### src/pulse_train_pkg.sv
// Constants, register map, field layouts and states of the two-channel pulse train unit.
// Assumes a 50 MHz core clock and a 32-bit classic Wishbone register bus.
package pulse_train_pkg;
  // ==========================================================================
  // Clock and sizing
  localparam int CLK_HZ = 50_000_000;
  localparam int CH_COUNT = 2;
  localparam int PIN_COUNT = 2;
  localparam logic [15:0] PIN_FIRST = 16'h0002;
  localparam logic [15:0] PIN_SECOND = 16'h0003;
  localparam logic [15:0] FREQ_MAX_A = 16'h4E20;
  localparam logic [15:0] FREQ_MAX_B = 16'h9C40;

  // ==========================================================================
  // Register map: channel base is bit 6, global block is bit 7
  localparam logic [7:0] REG_CTRL = 8'h00;
  localparam logic [7:0] REG_STATUS = 8'h04;
  localparam logic [7:0] REG_PIN_SELECT = 8'h08;
  localparam logic [7:0] REG_FAULT_CODE = 8'h0C;
  localparam logic [7:0] REG_RUN_FREQ = 8'h10;
  localparam logic [7:0] REG_ACT_FREQ = 8'h14;
  localparam logic [7:0] REG_JOG_FREQ = 8'h18;
  localparam logic [7:0] REG_TARGET = 8'h1C;
  localparam logic [7:0] REG_EMITTED = 8'h20;
  localparam logic [7:0] REG_RAMP = 8'h24;
  localparam logic [7:0] REG_IRQ_STATUS = 8'h80;
  localparam logic [7:0] REG_IRQ_MASK = 8'h84;
  localparam int ADR_GLOBAL_BIT = 7;
  localparam int ADR_CHAN_BIT = 6;
  localparam int RAMP_DECEL_LSB = 16;
  localparam int IRQ_DONE_POS = 0;
  localparam int IRQ_FAULT_POS = 1;

  // ==========================================================================
  // Reset values and fault codes
  localparam logic [31:0] RESET_WORD = 32'h0000_0000;
  localparam logic [15:0] FAULT_NONE = 16'h0000;
  localparam logic [15:0] FAULT_FREQ = 16'h0001;
  localparam logic [15:0] FAULT_RAMP = 16'h0002;
  localparam logic [15:0] FAULT_TARGET = 16'h0003;
  localparam logic [15:0] FAULT_HALT = 16'h0004;
  localparam logic [15:0] FAULT_FORCED = 16'h0005;

  // ==========================================================================
  // Control word layout (bit 0 is rungEnable)
  typedef struct packed {
    logic hardHalt;
    logic jogSteady;
    logic jogSingle;
    logic splitRampCounts;
    logic rampShape;
    logic rungEnable;
  } ch_ctrl_s;

  // Status word layout (bit 0 is completionFlag)
  typedef struct packed {
    logic enableStatus;
    logic jogSteadyFlag;
    logic jogSingleFlag;
    logic normalFlag;
    logic faultFlag;
    logic idleFlag;
    logic rampUpFlag;
    logic runPhaseFlag;
    logic decelPhaseFlag;
    logic completionFlag;
  } ch_stat_s;

  localparam int CTRL_W = $bits(ch_ctrl_s);
  localparam int STAT_W = $bits(ch_stat_s);

  typedef enum logic [7:0] {
    ST_IDLE = 8'b0000_0001,
    ST_ACCEL = 8'b0000_0010,
    ST_RUN = 8'b0000_0100,
    ST_DECEL = 8'b0000_1000,
    ST_DONE = 8'b0001_0000,
    ST_JOG_SINGLE = 8'b0010_0000,
    ST_JOG_STEADY = 8'b0100_0000,
    ST_FAULT = 8'b1000_0000
  } gen_state_e;

  // Byte-lane merge for Wishbone writes
  function automatic logic [31:0] mergeBytes(input logic [31:0] oldVal,
                                             input logic [31:0] newVal,
                                             input logic [3:0] sel);
    logic [31:0] res;
    res = oldVal;
    for (int b = 0; b < 4; b++) begin
      if (sel[b]) begin
        res[8*b +: 8] = newVal[8*b +: 8];
      end
    end
    return res;
  endfunction : mergeBytes
endpackage : pulse_train_pkg

### src/pulse_tick.sv
// Frequency-to-square-wave generator using an exact Hz accumulator.
// Assumes freq is in Hz and the core clock runs at CLK_HZ.
`timescale 1ns/1ps
module pulse_tick #(
  parameter int CLK_HZ = 50_000_000
) (
  input wire logic core_clk, // Core clock
  input wire logic rst, // Async reset, active high
  input wire logic enable, // Generate while high
  input wire logic [15:0] freq, // Output frequency in Hz
  output logic level, // Square wave output
  output logic fall // One-cycle pulse at end of each output pulse
);
  // ==========================================================================
  if (CLK_HZ < 1 || CLK_HZ >= 2**27) begin : g_bad_clk
    $error("pulse_tick: CLK_HZ out of range");
  end

  logic [26:0] acc;
  logic [27:0] sum;
  // Two toggles per output period
  assign sum = {1'b0, acc} + {11'h000, freq, 1'b0};

  // Accumulate and toggle when a half period has passed
  always_ff @(posedge core_clk or posedge rst) begin
    if (rst) begin
      acc <= '0;
      level <= 1'b0;
      fall <= 1'b0;
    end else if (!enable) begin
      acc <= '0;
      level <= 1'b0;
      fall <= 1'b0;
    end else if (sum >= 28'(CLK_HZ)) begin
      acc <= 27'(sum - 28'(CLK_HZ));
      level <= ~level;
      fall <= level;
    end else begin
      acc <= sum[26:0];
      fall <= 1'b0;
    end
  end
endmodule : pulse_tick

### src/pulse_train_unit.sv
// Two-channel pulse train unit: Wishbone register file, profile sequencers,
// pin routing with force override, and a masked interrupt.
// Assumes a classic Wishbone master, pin-level force inputs from outside the
// clock domain, and that software writes the control word once per scan.
`timescale 1ns/1ps
// Contract
// - Each channel drives output 2 or 3, fixed by a parameter, read-only.
// - Forcing the owned output while running stops pulses and raises a fault.
// - Completion flag sets on successful finish; software only reads it.
// - Completion clears on a scan with the rung false; set wins over clear.
// - Decel flag is high exactly during the deceleration phase.
// - Run flag is high exactly during the constant-rate run phase.
// - Frequency words accept 0..20000 on series A, 0..40000 on series B.
// - Frequency words are 16 bits, signed on series A, unsigned on B.
// - Total pulse target is 32-bit signed, 0 to 2147483647, writable.
// - Read-only 32-bit count of emitted pulses.
// - Control bit lets accel and decel pulse counts differ.
// - Jog single status is read-only, apart from its request bit.
// - Second channel is an identical copy with its own variables.
// - Hard halt stops pulses low at once, aborts, and raises a fault.
// - Idle flag means not running and no fault; starts only from idle.
// - Normal flag covers accel, run, decel and done with no fault.
module pulse_train_unit
  import pulse_train_pkg::*;
#(
  parameter int HW_SERIES = 1,
  parameter logic [15:0] OUT_SEL0 = PIN_FIRST,
  parameter logic [15:0] OUT_SEL1 = PIN_SECOND
) (
  input wire logic core_clk, // Core clock, 50 MHz
  input wire logic rst, // Async reset, active high
  input wire logic cyc_i, // Wishbone cycle
  input wire logic stb_i, // Wishbone strobe
  input wire logic we_i, // Wishbone write enable
  input wire logic [7:0] adr_i, // Wishbone byte address
  input wire logic [3:0] sel_i, // Wishbone byte enables
  input wire logic [31:0] dat_i, // Wishbone write data
  output logic [31:0] dat_o, // Wishbone read data
  output logic ack_o, // Wishbone acknowledge
  input wire logic [PIN_COUNT-1:0] forceEn, // Pin force request per output
  input wire logic [PIN_COUNT-1:0] forceVal, // Pin force level per output
  output logic [PIN_COUNT-1:0] outPin, // Embedded outputs 2 and 3
  output logic irq // Level interrupt
);
  // ==========================================================================
  // Elaboration checks
  if (HW_SERIES != 0 && HW_SERIES != 1) begin : g_bad_series
    $error("pulse_train_unit: HW_SERIES must be 0 or 1");
  end
  if ((OUT_SEL0 != PIN_FIRST && OUT_SEL0 != PIN_SECOND) ||
      (OUT_SEL1 != PIN_FIRST && OUT_SEL1 != PIN_SECOND)) begin : g_bad_pin
    $error("pulse_train_unit: output select must be 2 or 3");
  end

  localparam logic [15:0] OUT_SEL [CH_COUNT] = '{OUT_SEL0, OUT_SEL1};

  // Frequency range check per series
  function automatic logic freqBad(input logic [15:0] f);
    if (HW_SERIES == 0) begin
      return f[15] || (f > FREQ_MAX_A);
    end
    return f > FREQ_MAX_B;
  endfunction : freqBad

  // ==========================================================================
  // Bus decode
  logic wbReq;
  logic wbWr;
  logic [7:0] regOff;
  logic [31:0] rdData;
  logic [31:0] chRd [CH_COUNT];
  logic [2*CH_COUNT-1:0] irqStatus;
  logic [2*CH_COUNT-1:0] irqMask;
  logic [2*CH_COUNT-1:0] irqEvents;
  logic [PIN_COUNT-1:0] forceEnSync;
  logic [PIN_COUNT-1:0] forceValSync;
  logic [PIN_COUNT-1:0] chDrive [CH_COUNT];
  logic [CH_COUNT-1:0] chHalt;

  assign wbReq = cyc_i & stb_i & ~ack_o;
  assign wbWr = wbReq & we_i;
  assign regOff = {2'b00, adr_i[5:2], 2'b00};

  // Pin force inputs come from outside the clock domain
  sync2 #(.WIDTH(2 * PIN_COUNT)) u_force_sync (
    .core_clk(core_clk),
    .rst(rst),
    .async({forceVal, forceEn}),
    .synced({forceValSync, forceEnSync})
  );

  // ==========================================================================
  // Channels
  for (genvar g = 0; g < CH_COUNT; g++) begin : g_ch
    ch_ctrl_s ctrl;
    ch_stat_s stat;
    gen_state_e state;
    logic [15:0] runFreq;
    logic [15:0] jogFreq;
    logic [15:0] actFreq;
    logic [15:0] faultCode;
    logic [31:0] target;
    logic [31:0] rampCounts;
    logic [31:0] emitted;
    logic [31:0] accelN;
    logic [31:0] decelN;
    logic [15:0] rampFreq;
    logic chWr;
    logic ctrlWr;
    logic [31:0] wrWord;
    logic rungPrev;
    logic jogPrev;
    logic startEdge;
    logic jogEdge;
    logic startGo;
    logic moving;
    logic jogging;
    logic forced;
    logic completion;
    logic tickLevel;
    logic tickFall;
    logic pinIdx;

    assign pinIdx = (OUT_SEL[g] == PIN_SECOND);
    assign chWr = wbWr & ~adr_i[ADR_GLOBAL_BIT] & (adr_i[ADR_CHAN_BIT] == 1'(g));
    assign ctrlWr = chWr & (regOff == REG_CTRL);
    assign moving = (state == ST_ACCEL) | (state == ST_RUN) | (state == ST_DECEL);
    assign jogging = (state == ST_JOG_SINGLE) | (state == ST_JOG_STEADY);
    assign forced = forceEnSync[pinIdx];
    assign startEdge = ctrl.rungEnable & ~rungPrev;
    assign jogEdge = ctrl.jogSingle & ~jogPrev;
    assign accelN = {16'h0000, rampCounts[15:0]};
    assign decelN = ctrl.splitRampCounts ? {16'h0000, rampCounts[31:RAMP_DECEL_LSB]}
                                          : accelN;
    // Start only from idle with jog and halt released and pin not forced
    assign startGo = (state == ST_IDLE) & startEdge & ~ctrl.jogSingle & ~ctrl.jogSteady &
                     ~ctrl.hardHalt & ~forced;

    // Select the merged write word for the addressed register
    always_comb begin
      case (regOff)
        REG_CTRL: wrWord = mergeBytes({{(32-CTRL_W){1'b0}}, ctrl}, dat_i, sel_i);
        REG_RUN_FREQ: wrWord = mergeBytes({16'h0000, runFreq}, dat_i, sel_i);
        REG_JOG_FREQ: wrWord = mergeBytes({16'h0000, jogFreq}, dat_i, sel_i);
        REG_TARGET: wrWord = mergeBytes(target, dat_i, sel_i);
        REG_RAMP: wrWord = mergeBytes(rampCounts, dat_i, sel_i);
        default: wrWord = RESET_WORD;
      endcase
    end

    // Software-written control and setting words
    always_ff @(posedge core_clk or posedge rst) begin
      if (rst) begin
        ctrl <= '0;
        runFreq <= RESET_WORD[15:0];
        jogFreq <= RESET_WORD[15:0];
        target <= RESET_WORD;
        rampCounts <= RESET_WORD;
      end else if (chWr) begin
        case (regOff)
          REG_CTRL: ctrl <= ch_ctrl_s'(wrWord[CTRL_W-1:0]);
          REG_RUN_FREQ: runFreq <= wrWord[15:0];
          REG_JOG_FREQ: jogFreq <= wrWord[15:0];
          REG_TARGET: target <= wrWord;
          REG_RAMP: rampCounts <= wrWord;
          default: ;
        endcase
      end
    end

    // Edge memories for rung and jog request
    always_ff @(posedge core_clk or posedge rst) begin
      if (rst) begin
        rungPrev <= 1'b0;
        jogPrev <= 1'b0;
      end else begin
        rungPrev <= ctrl.rungEnable;
        jogPrev <= ctrl.jogSingle;
      end
    end

    // Profile sequencer
    always_ff @(posedge core_clk or posedge rst) begin
      if (rst) begin
        state <= ST_IDLE;
        faultCode <= FAULT_NONE;
      end else if (ctrl.hardHalt && state != ST_FAULT) begin
        state <= ST_FAULT;
        faultCode <= FAULT_HALT;
      end else if (forced && (moving || jogging)) begin
        state <= ST_FAULT;
        faultCode <= FAULT_FORCED;
      end else begin
        case (state)
          ST_IDLE: begin
            if (startGo) begin
              if (freqBad(runFreq)) begin
                state <= ST_FAULT;
                faultCode <= FAULT_FREQ;
              end else if (target[31]) begin
                state <= ST_FAULT;
                faultCode <= FAULT_TARGET;
              end else if (accelN + decelN > target) begin
                state <= ST_FAULT;
                faultCode <= FAULT_RAMP;
              end else if (target == 32'h0000_0000) begin
                state <= ST_DONE;
              end else if (accelN != 32'h0000_0000) begin
                state <= ST_ACCEL;
              end else if (decelN >= target) begin
                state <= ST_DECEL;
              end else begin
                state <= ST_RUN;
              end
            end else if ((jogEdge || ctrl.jogSteady) && !forced) begin
              if (freqBad(jogFreq)) begin
                state <= ST_FAULT;
                faultCode <= FAULT_FREQ;
              end else begin
                state <= jogEdge ? ST_JOG_SINGLE : ST_JOG_STEADY;
              end
            end
          end
          ST_ACCEL, ST_RUN, ST_DECEL: begin
            // Phase follows the count of completed pulses
            if (tickFall) begin
              if (emitted + 32'h1 >= target) begin
                state <= ST_DONE;
              end else if (emitted + 32'h1 < accelN) begin
                state <= ST_ACCEL;
              end else if (emitted + 32'h1 >= target - decelN) begin
                state <= ST_DECEL;
              end else begin
                state <= ST_RUN;
              end
            end
          end
          ST_DONE: begin
            if (!ctrl.rungEnable) begin
              state <= ST_IDLE;
            end
          end
          ST_JOG_SINGLE: begin
            if (tickFall) begin
              state <= ST_IDLE;
            end
          end
          ST_JOG_STEADY: begin
            if (!ctrl.jogSteady) begin
              state <= ST_IDLE;
            end
          end
          ST_FAULT: begin
            // Leave the fault once halt, rung and jog requests are all released
            if (!ctrl.hardHalt && !ctrl.rungEnable && !ctrl.jogSingle && !ctrl.jogSteady) begin
              state <= ST_IDLE;
              faultCode <= FAULT_NONE;
            end
          end
          default: begin
            state <= ST_FAULT;
            faultCode <= FAULT_NONE;
          end
        endcase
      end
    end

    // Count of emitted pulses, cleared at each start
    always_ff @(posedge core_clk or posedge rst) begin
      if (rst) begin
        emitted <= RESET_WORD;
      end else if (startGo) begin
        emitted <= RESET_WORD;
      end else if (moving && tickFall) begin
        emitted <= emitted + 32'h1;
      end
    end

    // Completion flag: set on finish, cleared by a scan with the rung false
    always_ff @(posedge core_clk or posedge rst) begin
      if (rst) begin
        completion <= 1'b0;
      end else if (moving && tickFall && emitted + 32'h1 >= target) begin
        completion <= 1'b1;
      end else if (startGo && !freqBad(runFreq) && (target | accelN | decelN) == 32'h0) begin
        completion <= 1'b1;
      end else if (ctrlWr && !wrWord[0]) begin
        completion <= 1'b0;
      end
    end

    // Ramp rate: half of run rate for trapezoid, quarter for S-curve
    always_comb begin
      rampFreq = ctrl.rampShape ? {2'b00, runFreq[15:2]} : {1'b0, runFreq[15:1]};
      if (rampFreq == 16'h0000) begin
        rampFreq = 16'h0001;
      end
    end

    // Actual frequency word driven into the generator
    always_ff @(posedge core_clk or posedge rst) begin
      if (rst) begin
        actFreq <= RESET_WORD[15:0];
      end else if (jogging) begin
        actFreq <= jogFreq;
      end else if (state == ST_RUN) begin
        actFreq <= runFreq;
      end else if (state == ST_ACCEL || state == ST_DECEL) begin
        actFreq <= rampFreq;
      end else begin
        actFreq <= RESET_WORD[15:0];
      end
    end

    pulse_tick #(.CLK_HZ(CLK_HZ)) u_tick (
      .core_clk(core_clk),
      .rst(rst),
      .enable((moving | jogging) & ~ctrl.hardHalt),
      .freq(actFreq),
      .level(tickLevel),
      .fall(tickFall)
    );

    // Status word
    assign stat.completionFlag = completion;
    assign stat.decelPhaseFlag = (state == ST_DECEL);
    assign stat.runPhaseFlag = (state == ST_RUN);
    assign stat.rampUpFlag = (state == ST_ACCEL);
    assign stat.idleFlag = (state == ST_IDLE);
    assign stat.faultFlag = (state == ST_FAULT);
    assign stat.normalFlag = moving | (state == ST_DONE);
    assign stat.jogSingleFlag = (state == ST_JOG_SINGLE);
    assign stat.jogSteadyFlag = (state == ST_JOG_STEADY);
    assign stat.enableStatus = ctrl.rungEnable & (state != ST_DONE);

    // Pin drive and halt for the shared output stage
    assign chDrive[g] = {PIN_COUNT{tickLevel}} & (pinIdx ? 2'b10 : 2'b01);
    assign chHalt[g] = ctrl.hardHalt;
    assign irqEvents[2*g + IRQ_DONE_POS] = moving & tickFall & (emitted + 32'h1 >= target);
    assign irqEvents[2*g + IRQ_FAULT_POS] = (state != ST_FAULT) &
                                            (ctrl.hardHalt | (forced & (moving | jogging)));

    // Channel read mux
    always_comb begin
      case (regOff)
        REG_CTRL: chRd[g] = {{(32-CTRL_W){1'b0}}, ctrl};
        REG_STATUS: chRd[g] = {{(32-STAT_W){1'b0}}, stat};
        REG_PIN_SELECT: chRd[g] = {16'h0000, OUT_SEL[g]};
        REG_FAULT_CODE: chRd[g] = {16'h0000, faultCode};
        REG_RUN_FREQ: chRd[g] = {16'h0000, runFreq};
        REG_ACT_FREQ: chRd[g] = {16'h0000, actFreq};
        REG_JOG_FREQ: chRd[g] = {16'h0000, jogFreq};
        REG_TARGET: chRd[g] = target;
        REG_EMITTED: chRd[g] = emitted;
        REG_RAMP: chRd[g] = rampCounts;
        default: chRd[g] = RESET_WORD;
      endcase
    end
  end

  // ==========================================================================
  // Output pins: forced level wins, halt drives low at once
  always_ff @(posedge core_clk or posedge rst) begin
    if (rst) begin
      outPin <= '0;
    end else begin
      for (int p = 0; p < PIN_COUNT; p++) begin
        if (forceEnSync[p]) begin
          outPin[p] <= forceValSync[p];
        end else begin
          outPin[p] <= (chDrive[0][p] & ~chHalt[0]) | (chDrive[1][p] & ~chHalt[1]);
        end
      end
    end
  end

  // ==========================================================================
  // Interrupt status (write one to clear, set wins) and mask
  always_ff @(posedge core_clk or posedge rst) begin
    if (rst) begin
      irqStatus <= '0;
      irqMask <= '0;
    end else begin
      if (wbWr && {adr_i[7:2], 2'b00} == REG_IRQ_MASK && sel_i[0]) begin
        irqMask <= dat_i[2*CH_COUNT-1:0];
      end
      if (wbWr && {adr_i[7:2], 2'b00} == REG_IRQ_STATUS && sel_i[0]) begin
        irqStatus <= (irqStatus & ~dat_i[2*CH_COUNT-1:0]) | irqEvents;
      end else begin
        irqStatus <= irqStatus | irqEvents;
      end
    end
  end

  always_ff @(posedge core_clk or posedge rst) begin
    if (rst) begin
      irq <= 1'b0;
    end else begin
      irq <= |(irqStatus & irqMask);
    end
  end

  // ==========================================================================
  // Read mux and acknowledge; unmapped addresses read zero and are acked
  always_comb begin
    if (!adr_i[ADR_GLOBAL_BIT]) begin
      rdData = chRd[adr_i[ADR_CHAN_BIT]];
    end else if ({adr_i[7:2], 2'b00} == REG_IRQ_STATUS) begin
      rdData = {{(32-2*CH_COUNT){1'b0}}, irqStatus};
    end else if ({adr_i[7:2], 2'b00} == REG_IRQ_MASK) begin
      rdData = {{(32-2*CH_COUNT){1'b0}}, irqMask};
    end else begin
      rdData = RESET_WORD;
    end
  end

  always_ff @(posedge core_clk or posedge rst) begin
    if (rst) begin
      ack_o <= 1'b0;
      dat_o <= RESET_WORD;
    end else begin
      ack_o <= wbReq;
      dat_o <= wbReq ? rdData : RESET_WORD;
    end
  end
endmodule : pulse_train_unit

### src/sync2.sv
// Two-stage synchroniser for pin-level inputs.
// Assumes inputs are levels from outside the core clock domain.
`timescale 1ns/1ps
module sync2 #(
  parameter int WIDTH = 1
) (
  input wire logic core_clk, // Core clock
  input wire logic rst, // Async reset, active high
  input wire logic [WIDTH-1:0] async, // Asynchronous levels
  output logic [WIDTH-1:0] synced // Synchronised levels
);
  // ==========================================================================
  // First stage feeds only the second stage
  logic [WIDTH-1:0] stage1;

  always_ff @(posedge core_clk or posedge rst) begin
    if (rst) begin
      stage1 <= '0;
      synced <= '0;
    end else begin
      stage1 <= async;
      synced <= stage1;
    end
  end
endmodule : sync2

### config.mk
export PLATFORM = sky130hd
export DESIGN_NAME = pulse_train_unit
export DESIGN_NICKNAME = d
export VERILOG_FILES = /design/src/pulse_train_pkg.sv /design/src/pulse_tick.sv /design/src/pulse_train_unit.sv /design/src/sync2.sv
export SDC_FILE = /design/constraint.sdc
export NUM_CORES = 2
export LEC_CHECK = 0
export BUFFER_PORTS_ARGS = -buffer_cell sky130_fd_sc_hd__buf_2
export CORE_ASPECT_RATIO = 0.75
export CORE_MARGIN = 2
export CORE_UTILIZATION = 30
export CTS_BUF_LIST = sky130_fd_sc_hd__clkbuf_4
export DETAILED_ROUTE_END_ITERATION = 12
export SLEW_MARGIN = 20
export SYNTH_ARGS = -nofsm -noshare
export SYNTH_HDL_FRONTEND = slang
export SYNTH_SLANG_ARGS = --single-unit
### constraint.sdc
create_clock -name core_clk -period 39.9 [get_ports core_clk]
set_input_delay 3.99 -clock core_clk [delete_from_list [all_inputs] [get_ports core_clk]]
set_output_delay 3.99 -clock core_clk [all_outputs]
set_load 0.005 [all_outputs]
Yosys cells after proc, flatten, opt, wreduce, memory -nomap -nowiden:

Index checks and enable logic that the tools add are counted.

* bits in registers: 464
* input port bits: 53
* word-level logic and storage cells: 418

* add/sub/neg operators: 10
* $lt $le $gt $ge: 17
* equal/unequal tests: 51
* multiplexer cells: 139
* bitwise operators: 75
* reductions and logical operators: 78

Operators with widths (count)
* $pmux W32 S10: 2
* $mux W8: 55
* $mux W16: 26
* $pmux W32 S5: 2
* $mux W32: 9
* $ge A32 B32 Y1: 4
* $logic_not A32 Y1: 4
* $or A32 B16 Y32: 4
* $mux W27: 4
* $pmux W16 S3: 2
* $pmux W8 S6: 2
* $add A32 B1 Y32 const B: 2
* $ge A16 B32 Y1: 2
* $gt A16 B16 Y1 const B: 4
* $gt A17 B32 Y1: 2
* $lt A32 B16 Y1: 2
* $reduce_bool A32 Y1: 2
* $sub A32 B16 Y32: 2
* $mux W15: 4
* $add A27 B17 Y28: 2
* $ge A28 B26 Y1 const B: 2
* $sub A27 B26 Y27 const B: 2
* $mux W4: 11
* $and A1 B1 Y1: 36
* other kinds (47): 183

Logic depth before layout (Yosys ltp):

* word-level depth: 12
* mapped depth: 26
* depth with buffers taken out: 25

Modules after synthesis:

Synthesis repeated with hierarchy kept, for this count alone.

* cell total of the unflattened synthesis: 4040
* area total of the unflattened synthesis: 34169.0 µm²

Modules (own cells, without submodules)
* pulse_train_unit: instances 1, cells each 3375, area an instance 28582.4 µm²
* pulse_tick: instances 2, cells each 328, area an instance 2691.3 µm²
* sync2: instances 1, cells each 9, area an instance 203.9 µm²

Least setup slack after synthesis:

No wires, ideal clock.

* path kind: input to register
* start: in cyc_i
* end: reg g_ch[1].runFreq[0]
* setup time: 0.125 ns
* arrival: 6.077 ns
* data required time: 39.775 ns
* path slack: 33.698 ns
* stages: 8
* buffers on the path: 2
* cells stage by stage: nand2_1 > or2_2 > clkbuf_1 > nor2_1 > nand3_1 > nor3_1 > clkbuf_1 > mux2_2

* word-level cells in the longest chain between the ends: 6

RTL lines
* from (decl): RTL line pulse_train_unit.sv:32 `input wire logic cyc_i,`
* $and A1 B1 Y1 (2 in a row): RTL line pulse_train_unit.sv:80 `assign wbReq = cyc_i & stb_i & ~ack_o;`
* $and A1 B1 Y1: RTL line pulse_train_unit.sv:81 `assign wbWr = wbReq & we_i;`
* $and A1 B1 Y1 (2 in a row): RTL line pulse_train_unit.sv:125 `assign chWr = wbWr & ~adr_i[ADR_GLOBAL_BIT] & (adr_i[ADR_CHAN_BIT] == 1'(g));`
* $reduce_and A2 Y1 (no line)
* to (signal assigned): RTL line pulse_train_unit.sv:155 `runFreq <= RESET_WORD[15:0];`
* to (signal assigned): RTL line pulse_train_unit.sv:162 `REG_RUN_FREQ: runFreq <= wrWord[15:0];`
* to (decl): RTL line pulse_train_unit.sv:98 `logic [15:0] runFreq;`

No other way between the ends.
A chain may end at the register's enable or synchronous reset.

Final worst setup path:

* start: in adr_i[3]
* end: reg dat_o[13]

* word-level cells in the longest chain between the ends: 7
* elaborated cells on any way between the ends: 17
* classes of those cells: 9 x eq/ne; 7 x mux; 1 x reduce/logical

RTL lines
* from (decl): RTL line pulse_train_unit.sv:35 `input wire logic [7:0] adr_i,`
* $eq A4 B4 Y1 (tied with other cells): RTL line pulse_train_unit.sv:345 `case (regOff)`
* $pmux W32 S10: RTL line pulse_train_unit.sv:345
* $mux W32 (not written as such) (*) (3 in a row): RTL line pulse_train_unit.sv:407 `rdData = chRd[adr_i[ADR_CHAN_BIT]];`
* $mux W32 (*): RTL line pulse_train_unit.sv:406 `if (!adr_i[ADR_GLOBAL_BIT]) begin`
* $mux W32 (*): RTL line pulse_train_unit.sv:423 `dat_o <= wbReq ? rdData : RESET_WORD;`
* to (signal assigned): RTL line pulse_train_unit.sv:423
* to (decl): RTL line pulse_train_unit.sv:38 `output logic [31:0] dat_o,`

Every way passes the cells marked *; elsewhere a longest branch is shown, timed or not. The select of a mux whose other input is x is not followed.

==> flow_summary_export.csv <==
group,metric,value,unit
placement,placed_cell_area,35450,um2
placement,io_buffers,86,
timing,post-route-period-util,16.89,%
flow_run,cap_violations,0,
floorplanning,die_h,293.8,um
clock_network,cts_sinks,436,
yosys,yosys_warnings,0,
timing,fin_ws,33.16,ns
yosys,yosysSeqAreaShare,32.48,%
yosys,netlist.area_leader.share,32.33,%
pwr,power_frac_seq,42.6,%
clock_network,cts-root-buf,"clkbuf_4",
grt,antenna_found_initial,20,
routing,vias,31050,
worst_setup_path,end_kind,"register",
placement,place_congestion,0.9706,
worst_setup_path,worstPathCellList,"buf_2 -> buf_4 -> nand2_1 -> nor2_4 -> buf_4 -> a222oi_1 -> nand3_1 -> a21oi_1 -> nor3_1",
worst_setup_path,slowest_delay,0.85,ns
yosys,synth_nets,4247,
clock_network,cts_buffers,119,
run_status,status,"finished, final reports clean",
timing,fmax,148.4,MHz
floorplanning,core-area,111300,um2
floorplanning,start_util,30.19,%
clock_network,clkSlewWorstSetupHoldPaths,0.07,ns
yosys,yosysMostFrequentCell,"dfrtp_1",
worst_setup_path,crit_path_top_delay_cell,"nor3_1",
grt,overflow,0,
worst_setup_path,cp.arrival,7.51,ns
clock_network,postCtsHoldBufs,0,
routing,vias_per_cell,5.653,
routing,first_pass_iters,6,
grt,grt_pass1_vias,28810,
timing,rsz0062_at_grt,"false",
floorplanning,io_pins,89,
pwr,leakagePower,0.01686,uW
worst_setup_path,cp.required,40.67,ns
clock_network,clk_path_buf_depth,3,
routing,route.detailed.drc,0,
yosys,synth_commonest_cells,"dfrtp_1, nand2_1, o21ai_0",
routing,routedWlPerCell,22.41,um
placement,dp_slack,32.38,ns
floorplanning,dieWidth,390.4,um
pwr,internal-power,730.3,uW
pwr,p_comb_share,19.6,%
final_layout,area_growth,10.08,%
final_layout,final_net_count,4288,
grt,grt_first_pass_wirelength,184900,um
clock_network,post-cts-setup-buffer-count,0,
yosys,ys.flop_type,"dfrtp_1",
final_layout,postLayoutCellArea,36980,um2
yosys,syn_area_per_cell,8.624,um2
grt,grtUsageTotal,21.09,%
min_path,min_path_type,"register to register",
pwr,switchingPower,366.7,uW
routing,initialDrtViolationCount,3709,
worst_setup_path,worstPathMaxFanout,45,
clock_network,cts_max_level,3,
yosys,netlist_instances,3896,
timing,hold_viol_final,0,
floorplanning,die-area,114700,um2
timing,maxSlewViolCount,0,
timing,fin_skew,0.08822,ns
timing,min_period,6.740,ns
pwr,clkPwrFrac,37.9,%
timing,tns,0,ns
worst_setup_path,crit_buf_inv,3,
placement,hpwlAfterDp,94540,um
pwr,vdd_drop_max,0.01855,mV
floorplanning,row_count,106,
worst_setup_path,cp-start-kind,"input port",
yosys,synth_area_leaders,"dfrtp_1, ha_1, o21ai_0",
final_layout,drive_above_1_share,12.04,%
yosys,synth_top_area_cell,"dfrtp_1",
yosys,synth_edf_count,0,
clock_network,clk-insertion-delay-late,1.04,ns
worst_setup_path,crit_type,"input port to register",
clock_network,cts_resized,0,
timing,slew_headroom,18.69,%
pwr,powerDensity,29.66,nW/um2
grt,grt_max_degree,161,
yosys,ys_ff_latch,436,
routing,routed_wl,123100,um
clock_network,cts_tree,"done",
yosys,syn_area,33600,um2
worst_setup_path,crit_family,"simple AND/OR/NAND/NOR gates",
timing,setup_viol,0,
yosys,async_reset_ff_share,100.0,%
pwr,swShare,33.43,%
yosys,synth.distinct_cells,95,
worst_setup_path,cp_common_cell,"buf_4",
routing,antenna_left,0,
timing,tightest_slew,1.220,ns
==> layout make-up <==
cell class,instances,area (um2)
Clock inverter,46,260.3
Clock buffer,167,1254
Inverter,214,810.8
Multi-Input combinational cell,3041,21170
Sequential cell,436,10910
Antenna cell,6,15.01
Fill cell,11610,74290
Timing Repair Buffer,125,735.7
Tap cell,1458,1824
==> kinds of logic (layout without fill, tap and decap cells) <==
logic type      after synthesis  after routing  synth area share (%)
xor+xnor                    197            197                 5.136
flops                       436            436                 32.48
mux                         202            202                 6.484
buf+inv                     419            552                 4.763
fa+ha+maj                   298            298                 11.23
compound gates             1135           1135                 22.39
simple gates               1209           1209                 17.51
other cells                   0              6                     0
==> worst paths after layout <==
check | start | end | slack (ns) | cells past startpoint
max in group asynchronous | rst | g_ch[0].u_tick.acc[22]$_DFF_PP0_ | 35.34 | 3
min | u_force_sync.stage1[3]$_DFF_PP0_ | u_force_sync.synced[3]$_DFF_PP0_ | 0.35 | 0
max | adr_i[3] | dat_o[13]$_DFF_PP0_ | 33.16 | 9
max reg2reg | g_ch[0].ctrl[2]$_DFFE_PP0P_ | g_ch[0].state[2]$_DFFE_PP0P_ | 33.48 | 24
min reg2reg | u_force_sync.stage1[3]$_DFF_PP0_ | u_force_sync.synced[3]$_DFF_PP0_ | 0.35 | 0
min in group asynchronous | rst | g_ch[1].emitted[25]$_DFFE_PP0P_ | 3.08 | 2
==> per-layer routing <==
metal / global-route usage (%) / share of wire (%) / vias up
met4: 5.283 / 2.4 / 10
met5: 0 / 0.054 / -
li1: - / - / 14520
met2: 28.84 / 39 / 1342
met3: 7.125 / 12 / 202
met1: 31.15 / 46 / 14980
==> power groups by stage <==
stage / clock network, uW / logic [uW] / registers [uW]
global placement: 0 / 208 / 474
floorplan: 0 / 147 / 467
global route: 452 / 236 / 468
finish: 416 / 215 / 467
CTS: 428 / 211 / 466
detailed placement: 0 / 210 / 475
==> flip-flops by register name, summed over array words and instances (netlist names), 2 cells and up <==
register             count
g_ch.completion          2
g_ch.rampCounts         64
g_ch.rungPrev            2
g_ch.jogPrev             2
chHalt                   2
g_ch.u_tick.fall         2
u_force_sync.stage1      4
g_ch.faultCode           6
u_force_sync.synced      4
g_ch.target             64
outPin                   2
g_ch.u_tick.level        2
g_ch.jogFreq            32
g_ch.state              16
irqStatus                4
g_ch.u_tick.acc         52
g_ch.emitted            64
g_ch.runFreq            32
g_ch.ctrl               10
irqMask                  4
dat_o                   32
g_ch.actFreq            32
==> per-stage QoR <==
stage / cells / hold slack, ns / power (uW) / utilization (%)
CTS: 5487 / 0.3532 / 1105 / 33.22
global route: 5491 / 0.3690 / 1156 / 33.23
finish: 5493 / 0.3490 / 1097 / 33.24
detailed placement: 5274 / 0.3363 / 684.3 / 31.86
global placement: 5274 / 0.3355 / 682.4 / 31.85
floorplan: 3896 / 0.3312 / 614.1 / -
==> cells in the final DEF, fill, tap and decap left out, drive strengths merged, types with 17 or more instances in the layout <==
cell      n
o211ai   22
nand2   362
dfrtp   434
nand4    72
a21o    105
a31oi    52
or4      23
a211oi   21
o21ai   312
a32o     24
nor3     73
xor2     57
inv     215
nor4     49
nand3   145
and3     41
nor3b    17
xnor2   140
and2     21
nand2b   28
buf     125
a221o    17
a22oi    77
a221oi   30
ha      292
a21oi   224
or3      18
o21bai   29
nor2b    42
a22o     25
clkbuf  167
mux2i    77
clkinv   42
o21a     28
nor2    268
o31ai    48
mux2    125
Note: power is estimated with default switching activity, not from simulation.
